[config.mk]
export PLATFORM = sky130hd
export DESIGN_NAME = adc_control
export DESIGN_NICKNAME = d
export VERILOG_FILES = /design/src/shared/adc_pkg.sv /design/src/adc_clock_divider.sv /design/src/adc_control.sv
export SDC_FILE = /design/constraint.sdc
export NUM_CORES = 1
export LEC_CHECK = 0
export ABC_AREA = 1
export BUFFER_PORTS_ARGS = -buffer_cell sky130_fd_sc_hd__buf_2
export CAP_MARGIN = 10
export CORE_UTILIZATION = 43
export CTS_BUF_LIST = sky130_fd_sc_hd__clkbuf_16
export CTS_CLUSTER_DIAMETER = 80
export DETAILED_ROUTE_END_ITERATION = 7
export PLACE_DENSITY = 0.72
export SLEW_MARGIN = 5
export SYNTH_ARGS = -nofsm -noshare
export SYNTH_HDL_FRONTEND = slang
export SYNTH_SLANG_ARGS = --single-unit
[constraint.sdc]
create_clock -name clk_sys -period 2.47 [get_ports clk_sys]
set_input_delay 0.3705 -clock clk_sys [delete_from_list [all_inputs] [get_ports clk_sys]]
set_output_delay 0.3705 -clock clk_sys [all_outputs]
set_load 0.01 [all_outputs]
[src/shared/adc_pkg.sv]
package adc_pkg;
    // register byte addresses (word aligned, chosen)
    localparam logic [7:0] ADDR_CONTROL_0 = 8'h00;
    localparam logic [7:0] ADDR_CONTROL_1 = 8'h04;
    localparam logic [7:0] ADDR_PIN_SELECT_LOW = 8'h08;
    localparam logic [7:0] ADDR_PIN_SELECT_HIGH = 8'h0C;
    localparam logic [7:0] ADDR_RESULT_HIGH = 8'h10;
    localparam logic [7:0] ADDR_RESULT_LOW = 8'h14;
    localparam logic [7:0] ADDR_IRQ_STATUS = 8'h18;
    localparam logic [7:0] ADDR_IRQ_MASK = 8'h1C;
    // control 0 fields
    localparam int C0_START = 7;
    localparam int C0_BUSY = 6;
    localparam int C0_POWER_OFF = 5;
    localparam int C0_FORMAT = 4;
    // control 1 fields
    localparam int C1_CHAN4 = 7;
    localparam int C1_BANDGAP_EN = 6;
    localparam int C1_REF_SELECT = 4;
    // reset values and register masks
    localparam logic [7:0] CONTROL_0_RESET = 8'h60;
    localparam logic [7:0] CONTROL_1_RESET = 8'h00;
    localparam logic [7:0] CONTROL_1_MASK = 8'hD7;
    localparam logic [7:0] PIN_HIGH_MASK = 8'h03;
    // conversion timing in converter clocks, then divider, pin and response constants
    localparam logic [4:0] SAMPLE_CLOCKS = 5'h04;
    localparam logic [4:0] CONVERT_CLOCKS = 5'h0C;
    localparam logic [4:0] TOTAL_CLOCKS = 5'h10;
    localparam logic [2:0] DIVIDER_MAX_CODE = 3'h6;
    localparam int PIN_COUNT = 10;
    localparam logic [1:0] RESP_OKAY = 2'h0;
    localparam logic [1:0] RESP_SLVERR = 2'h2;
    typedef enum logic [1:0] {
        ADC_IDLE = 2'b00,
        ADC_RESET = 2'b01,
        ADC_SAMPLE = 2'b10,
        ADC_CONVERT = 2'b11
    } adc_state_type;
endpackage

[src/adc_clock_divider.sv]
`timescale 1ns/1ps
module adc_clock_divider (
    clk_sys,
    resetn,
    divideCode,
    restart,
    tick
);
    import adc_pkg::*;
    input wire logic clk_sys;
    input wire logic resetn;
    input wire logic [2:0] divideCode;
    input wire logic restart;
    output logic tick;

    logic [5:0] count;
    logic [5:0] limit;

    // undefined code 111 treated as divide-by-64
    always_comb begin
        if (divideCode > DIVIDER_MAX_CODE) begin
            limit = 6'h3F;
        end else begin
            limit = 6'((7'h01 << divideCode) - 7'h01);
        end
    end

    always_ff @(posedge clk_sys or negedge resetn) begin
        if (!resetn) begin
            count <= 6'h00;
            tick <= 1'b0;
        end else if (restart) begin
            count <= 6'h00;
            tick <= 1'b0;
        end else if (count >= limit) begin
            count <= 6'h00;
            tick <= 1'b1;
        end else begin
            count <= count + 6'h01;
            tick <= 1'b0;
        end
    end
endmodule

[src/adc_control.sv]
`timescale 1ns/1ps
// How it works
// low select bits 0..7 turn pins into analog channels 0..7.
// high select bits 1,0 give channels 9,8; upper bits read zero.
// start bit rising then falling launches one conversion.
// start held high keeps converter in reset, busy flag high.
// busy flag clears itself when conversion ends.
// conversion end sets request flag; enabled, it raises interrupt.
// converter clock is system clock divided by 2**code; 111 undefined.
// software keeps converter clock period between 0.5us and 10us.
// converter powered only while power-off bit is zero.
// software waits power-up delay before starting a conversion.
// software sets power-off when converter unused.
// reference-select high takes pin reference, disabling its other functions.
// selected analog pin loses digital and shared functions.
// pull-high disconnected on a pin selected as analog.
// analog selection overrides port direction control.
// conversion is 4 sample plus 12 convert clocks, busy throughout.
// channel codes 0..8 direct, 9..15 channel 9; bit 4 picks bandgap.
// format bit zero left-justifies, one right-justifies the result.
// result registers update no later than busy flag clears.
module adc_control (
    clk_sys,
    resetn,
    s_axi_awaddr,
    s_axi_awvalid,
    s_axi_awready,
    s_axi_wdata,
    s_axi_wstrb,
    s_axi_wvalid,
    s_axi_wready,
    s_axi_bresp,
    s_axi_bvalid,
    s_axi_bready,
    s_axi_araddr,
    s_axi_arvalid,
    s_axi_arready,
    s_axi_rdata,
    s_axi_rresp,
    s_axi_rvalid,
    s_axi_rready,
    sampleValue,
    converterPowerOn,
    converterReset,
    converterSample,
    converterClockTick,
    analogChannelSelect,
    bandgapSelect,
    bandgapEnable,
    referenceFromPin,
    analogPinEnable,
    pinDigitalDisable,
    pullHighDisable,
    directionOverride,
    irq
);
    import adc_pkg::*;
    input wire logic clk_sys;
    input wire logic resetn;
    input wire logic [7:0] s_axi_awaddr;
    input wire logic s_axi_awvalid;
    output logic s_axi_awready;
    input wire logic [31:0] s_axi_wdata;
    input wire logic [3:0] s_axi_wstrb;
    input wire logic s_axi_wvalid;
    output logic s_axi_wready;
    output logic [1:0] s_axi_bresp;
    output logic s_axi_bvalid;
    input wire logic s_axi_bready;
    input wire logic [7:0] s_axi_araddr;
    input wire logic s_axi_arvalid;
    output logic s_axi_arready;
    output logic [31:0] s_axi_rdata;
    output logic [1:0] s_axi_rresp;
    output logic s_axi_rvalid;
    input wire logic s_axi_rready;
    input wire logic [11:0] sampleValue;
    output logic converterPowerOn;
    output logic converterReset;
    output logic converterSample;
    output logic converterClockTick;
    output logic [3:0] analogChannelSelect;
    output logic bandgapSelect;
    output logic bandgapEnable;
    output logic referenceFromPin;
    output logic [PIN_COUNT-1:0] analogPinEnable;
    output logic [PIN_COUNT-1:0] pinDigitalDisable;
    output logic [PIN_COUNT-1:0] pullHighDisable;
    output logic [PIN_COUNT-1:0] directionOverride;
    output logic irq;

    logic [7:0] control0;
    logic [7:0] control1;
    logic [7:0] pinSelectLow;
    logic [1:0] pinSelectHigh;
    logic [11:0] result;
    logic irqStatus;
    logic irqMask;
    adc_state_type state;
    logic [4:0] clockCount;
    logic tick;
    logic conversionDone;
    logic initDone;
    logic awTaken;
    logic wTaken;
    logic [7:0] awAddr;
    logic [31:0] wData;
    logic [3:0] wStrb;
    logic doWrite;
    logic doRead;
    logic [7:0] next_readData;
    logic readHit;
    logic readClearsIrq;
    logic [PIN_COUNT-1:0] pinSel;

    function automatic logic isMapped(input logic [7:0] addr);
        return addr[1:0] == 2'b00 && addr <= ADDR_IRQ_MASK;
    endfunction

    assign pinSel = {pinSelectHigh, pinSelectLow};
    assign doWrite = awTaken && wTaken && !s_axi_bvalid;
    assign doRead = s_axi_arvalid && s_axi_arready;

    // write channel: address and data latched in either order
    always_ff @(posedge clk_sys or negedge resetn) begin
        if (!resetn) begin
            awTaken <= 1'b0;
            wTaken <= 1'b0;
            awAddr <= 8'h00;
            wData <= 32'h0000_0000;
            wStrb <= 4'h0;
            s_axi_awready <= 1'b0;
            s_axi_wready <= 1'b0;
            s_axi_bvalid <= 1'b0;
            s_axi_bresp <= RESP_OKAY;
        end else begin
            s_axi_awready <= !awTaken && !s_axi_awready && s_axi_awvalid;
            s_axi_wready <= !wTaken && !s_axi_wready && s_axi_wvalid;
            if (s_axi_awvalid && s_axi_awready) begin
                awTaken <= 1'b1;
                awAddr <= s_axi_awaddr;
            end
            if (s_axi_wvalid && s_axi_wready) begin
                wTaken <= 1'b1;
                wData <= s_axi_wdata;
                wStrb <= s_axi_wstrb;
            end
            if (doWrite) begin
                s_axi_bvalid <= 1'b1;
                s_axi_bresp <= isMapped(awAddr) ? RESP_OKAY : RESP_SLVERR;
            end else if (s_axi_bvalid && s_axi_bready) begin
                s_axi_bvalid <= 1'b0;
                awTaken <= 1'b0;
                wTaken <= 1'b0;
            end
        end
    end

    // register writes; only byte lane 0 carries data
    always_ff @(posedge clk_sys or negedge resetn) begin
        if (!resetn) begin
            control0 <= CONTROL_0_RESET;
            control1 <= CONTROL_1_RESET;
            pinSelectLow <= 8'h00;
            pinSelectHigh <= 2'h0;
            irqMask <= 1'b0;
        end else if (doWrite && wStrb[0]) begin
            unique case (awAddr)
                ADDR_CONTROL_0: begin
                    // busy bit is read only, kept out of the write
                    control0[7] <= wData[C0_START];
                    control0[5:0] <= wData[5:0];
                end
                ADDR_CONTROL_1: control1 <= wData[7:0] & CONTROL_1_MASK;
                ADDR_PIN_SELECT_LOW: pinSelectLow <= wData[7:0];
                ADDR_PIN_SELECT_HIGH: pinSelectHigh <= wData[1:0];
                ADDR_IRQ_MASK: irqMask <= wData[0];
                default: ;
            endcase
        end
    end

    always_comb begin
        next_readData = 8'h00;
        readHit = 1'b1;
        readClearsIrq = 1'b0;
        unique case (s_axi_araddr)
            ADDR_CONTROL_0: next_readData = {control0[7], state != ADC_IDLE, control0[5:0]};
            ADDR_CONTROL_1: next_readData = control1;
            ADDR_PIN_SELECT_LOW: next_readData = pinSelectLow;
            ADDR_PIN_SELECT_HIGH: next_readData = {6'h00, pinSelectHigh} & PIN_HIGH_MASK;
            ADDR_RESULT_HIGH: next_readData = control0[C0_FORMAT] ? {4'h0, result[11:8]} : result[11:4];
            ADDR_RESULT_LOW: next_readData = control0[C0_FORMAT] ? result[7:0] : {result[3:0], 4'h0};
            ADDR_IRQ_STATUS: begin
                next_readData = {7'h00, irqStatus};
                readClearsIrq = 1'b1;
            end
            ADDR_IRQ_MASK: next_readData = {7'h00, irqMask};
            default: readHit = 1'b0;
        endcase
    end

    // read channel: one cycle to arready, data the next
    always_ff @(posedge clk_sys or negedge resetn) begin
        if (!resetn) begin
            s_axi_arready <= 1'b0;
            s_axi_rvalid <= 1'b0;
            s_axi_rdata <= 32'h0000_0000;
            s_axi_rresp <= RESP_OKAY;
        end else begin
            s_axi_arready <= !s_axi_arready && !s_axi_rvalid && s_axi_arvalid;
            if (doRead) begin
                s_axi_rvalid <= 1'b1;
                s_axi_rdata <= {24'h000000, next_readData};
                s_axi_rresp <= readHit ? RESP_OKAY : RESP_SLVERR;
            end else if (s_axi_rvalid && s_axi_rready) begin
                s_axi_rvalid <= 1'b0;
            end
        end
    end

    adc_clock_divider divider (
        .clk_sys(clk_sys),
        .resetn(resetn),
        .divideCode(control1[2:0]),
        .restart(state == ADC_RESET),
        .tick(tick)
    );

    // start sequencer: high holds reset, fall launches sampling
    always_ff @(posedge clk_sys or negedge resetn) begin
        if (!resetn) begin
            state <= ADC_RESET;
            clockCount <= 5'h00;
            conversionDone <= 1'b0;
        end else begin
            conversionDone <= 1'b0;
            if (control0[C0_START]) begin
                state <= ADC_RESET;
                clockCount <= 5'h00;
            end else if (control0[C0_POWER_OFF]) begin
                // power-down abandons a conversion, busy stays high like reset
                state <= (state == ADC_IDLE) ? ADC_IDLE : ADC_RESET;
                clockCount <= 5'h00;
            end else begin
                unique case (state)
                    ADC_IDLE: clockCount <= 5'h00;
                    ADC_RESET: begin
                        // reached after start fell, or after power-off abandoned a conversion; initDone records the earlier rise
                        if (initDone) begin
                            state <= ADC_SAMPLE;
                        end
                        clockCount <= 5'h00;
                    end
                    ADC_SAMPLE: if (tick) begin
                        clockCount <= clockCount + 5'h01;
                        if (clockCount == SAMPLE_CLOCKS - 5'h01) begin
                            state <= ADC_CONVERT;
                        end
                    end
                    ADC_CONVERT: if (tick) begin
                        clockCount <= clockCount + 5'h01;
                        if (clockCount == TOTAL_CLOCKS - 5'h01) begin
                            state <= ADC_IDLE;
                            conversionDone <= 1'b1;
                        end
                    end
                endcase
            end
        end
    end

    // after power-on reset busy reads high until the conversion launched by a first start pulse ends
    always_ff @(posedge clk_sys or negedge resetn) begin
        if (!resetn) begin
            initDone <= 1'b0;
        end else if (control0[C0_START]) begin
            initDone <= 1'b1;
        end
    end

    // result captured on last tick, same edge busy drops
    always_ff @(posedge clk_sys or negedge resetn) begin
        if (!resetn) begin
            result <= 12'h000;
        end else if (state == ADC_CONVERT && tick && clockCount == TOTAL_CLOCKS - 5'h01) begin
            result <= sampleValue;
        end
    end

    // sticky flag: set wins over read-clear
    always_ff @(posedge clk_sys or negedge resetn) begin
        if (!resetn) begin
            irqStatus <= 1'b0;
            irq <= 1'b0;
        end else begin
            if (conversionDone) begin
                irqStatus <= 1'b1;
            end else if (doRead && readClearsIrq) begin
                irqStatus <= 1'b0;
            end
            irq <= (irqStatus || conversionDone) && irqMask && !(doRead && readClearsIrq && !conversionDone);
        end
    end

    // pin and converter control outputs, registered
    always_ff @(posedge clk_sys or negedge resetn) begin
        if (!resetn) begin
            converterPowerOn <= 1'b0;
            converterReset <= 1'b1;
            converterSample <= 1'b0;
            converterClockTick <= 1'b0;
            analogChannelSelect <= 4'h0;
            bandgapSelect <= 1'b0;
            bandgapEnable <= 1'b0;
            referenceFromPin <= 1'b0;
            analogPinEnable <= '0;
            pinDigitalDisable <= '0;
            pullHighDisable <= '0;
            directionOverride <= '0;
        end else begin
            converterPowerOn <= !control0[C0_POWER_OFF];
            converterReset <= state == ADC_RESET;
            converterSample <= state == ADC_SAMPLE;
            converterClockTick <= tick;
            // codes above 8 all pick channel 9
            analogChannelSelect <= (control0[3:0] > 4'h8) ? 4'h9 : control0[3:0];
            bandgapSelect <= control1[C1_CHAN4];
            bandgapEnable <= control1[C1_BANDGAP_EN];
            referenceFromPin <= control1[C1_REF_SELECT];
            analogPinEnable <= pinSel;
            pinDigitalDisable <= pinSel;
            pullHighDisable <= pinSel;
            directionOverride <= pinSel;
        end
    end
endmodule

==> metrics.txt <==
synthesized area 5220 um^2; Synth area leader dfrtp_1; post-route clock period utilization 77.5%; status complete, but fails checks; mean post-synth cell area 8.87 um^2; Worst Path Max Fanout 20; Setup Buffers After CTS 0; clock sinks 109; Slew Limit Headroom 58.6%; Place WS 0.550 ns; sequential share of power 47.2%; initial cell density of the core 44.9%; global-route usage over all layers 18.2%; r2r endpoint result[9]; layout cells sized above 1 24.0%; failing checks DRC; Min Clock Period, post-route 1.91 ns; sequential fraction of the synthesis area 52.4%; worst path cell trace ha_1, inv_1, nor3_1, ha_1, inv_1, nor3_1, buf_4, mux2_2; Worst-path clk slew 0.07 ns; top_reg_cell synth dfrtp_1; Power Dens Cells 872 nW/um^2; Post-Layout Cell Count 817; logic gate share of total power 23.4%; site row count 39; Setup TNS 0 ns; vias in the first global route 3689; worst-margin pin slew 0.622 ns; Post-synth EDFFs 0; Die Height 112 um; PortBufs 110; critical path endpoint result[9]; fin util 50.9%; ant diodes 0; clock power share 29.4%; CP Launch Type flop; reg-to-reg startpoint clockCount[0]; RSZ-0062 raised after global routing false; WL per Instance 12.9 um; Net Sw Frac 32.3%; largest net degree at the start of global routing 110; Vias/cell 4.81; fin nets 750; CTS tree built; cell with the most instances after synthesis nand2_1; Vias 3932; global-route wire length before repair 18000 um; Hold Violations, Final 0; Residual DRC 15; Core ar. 11600 um^2; Longest Clk Path Bufs 2; Yosys warnings 0; WS Path Type flop to flop; num ports 164; final setup fails 0; total power draw 5.16 mW; H-Tree Depth 3; crit path from clockCount[0]; top cells by instance count after synthesis 139 x nand2_1, 106 x dfrtp_1, 61 x inv_1, 58 x buf_4, 54 x o21ai_0; VDD IR max 0.000473 V; Slew Viols, Final 0; Min-Delay Path Class primary input to asynchronous set/reset pin; initial antenna violation count 0; CTS buffer count 9; P_int 3.49 mW; critical path arrival 2.14 ns; worst clock skew 0.0100 ns; r2r setup slk 0.56 ns; die width 112 um; Fill cells 1075; Psw 1.67 mW; cells on worst reg2reg path 8; Post-Syn Instances 588; post-cts sizing count 0; Yosys top cell area share 50.9%; CTS Hold Bufs 0; MaxCap Viol Count 0; Worst setup EP type flop; Layout area overhead 13.4%; Post-synth ARST share 100%; GPL Wtd Cong 0.805; clock latency on the worst-skew pair 0.34 ns; #FFs+latches synth 109; Inst Count DP 802; Detailed Route Iter0 Violations 220; Worst Slack Setup Final 0.556 ns; total gr overflow 0; critical path's largest stage delay 0.39 ns; root buf cell clkbuf_16; ANT nets after route 0; CP Data Required Time 2.70 ns; drt pass-1 iters 8; synth top area cells dfrtp_1 51%, nand2_1 10%, buf_4 8.3%; DPL Wire Length 7940 um; leakage power 3.14 nW; fmax 522 MHz; Routed WL 10600 um; die area 12600 um^2; Crit-path slowest cell dfrtp_1; synth unique cells 32
cell families (layout without fill, tap and decap cells):
| logic type | after synthesis | in the layout | synth area share [%] |
|---|---|---|---|
| fa+ha+maj | 9 | 9 | 2.16 |
| mux | 11 | 11 | 2.37 |
| buf+inv | 131 | 192 | 13.9 |
| compound gates | 83 | 83 | 9.14 |
| flops | 109 | 109 | 52.4 |
| other cells | 1 | 26 | 0.0719 |
| simple gates | 241 | 241 | 19.5 |
| xor+xnor | 3 | 3 | 0.504 |
power groups by stage:
stage          Clock, mW  Sequential (mW)  Combinational (mW)
2_1_floorplan          0             2.45               0.908
3_3_place_gp           0             2.45                1.17
3_5_place_dp           0             2.47                1.22
4_1_cts             1.54             2.44                1.22
5_1_grt             1.62             2.49                1.38
6_report            1.52             2.43                1.21
routing by layer:
| metal | share of wire [%] | GRT usage [%] | vias up |
|---|---|---|---|
| met1 | 46 | 24.5 | 1813 |
| met2 | 47 | 29.5 | 143 |
| li1 | - | - | 1956 |
| met4 | 2.3 | 8.09 | 0 |
| met3 | 5.4 | 2.38 | 20 |
| met5 | 0 | 0 | - |
layout by cell type, fill, tap and decap left out, types with 3 or more instances in the layout:
master,count
conb_1,26
o21ai_1,7
buf_2,109
dfrtp_1,106
dfstp_2,3
o21ai_0,54
ha_1,9
nor3_1,11
clkbuf_16,9
a21oi_1,5
nand3_1,43
inv_1,61
buf_4,5
nor2_1,39
mux2_2,11
o21ai_2,14
nand2_1,139
stage by stage:
stage | cell area, um^2 | hold WS (ns)
2_1_floorplan | 5310 | 0.0749
3_3_place_gp | 5600 | 0.393
3_5_place_dp | 5600 | 0.395
4_1_cts | 5910 | 0.116
5_1_grt | 5910 | 0.141
6_report | 5910 | 0.0447
flip-flops by register name (all words and copies together) (netlist names), 2 cells and up:
register	cells
wData	8
s_axi_rdata	8
control1	6
directionOverride	10
awAddr	8
divider.count	6
clockCount	5
pinSelectLow	8
control0	7
result	12
pinSelectHigh	2
analogChannelSelect	4
state	2
worst min path at each step:
stage,from,cells after the start,slack [ns],endpoint
after global placement,pinSelectLow[0],0,0.39,directionOverride[0]
after CTS,resetn,2,0.12,awAddr[2]
after global routing,resetn,2,0.14,awAddr[2]
after floorplan,resetn,0,0.07,analogChannelSelect[0]
final,resetn,2,0.04,awAddr[2]
after detailed placement,control1[7],0,0.40,bandgapSelect
layout make-up:
type / count / area [um^2] / share of cell area, %
clock inverter: 6 / 88.8 / 1.50
tap: 143 / 179 / 3.03
timing repair buffer: 115 / 603 / 10.2
multi-input combinational: 373 / 1850 / 31.4
clock buffer: 9 / 225 / 3.81
sequential: 109 / 2730 / 46.2
inverter: 62 / 233 / 3.93
worst max-delay path, delay by kind of cell (launching register included):
family,cells,cell delay (ns)
mux,1,0.36
flops,1,0.39
simple gates,2,0.31
buf+inv,3,0.36
fa+ha+maj,2,0.38
Note: power is estimated with default switching activity, not from simulation.
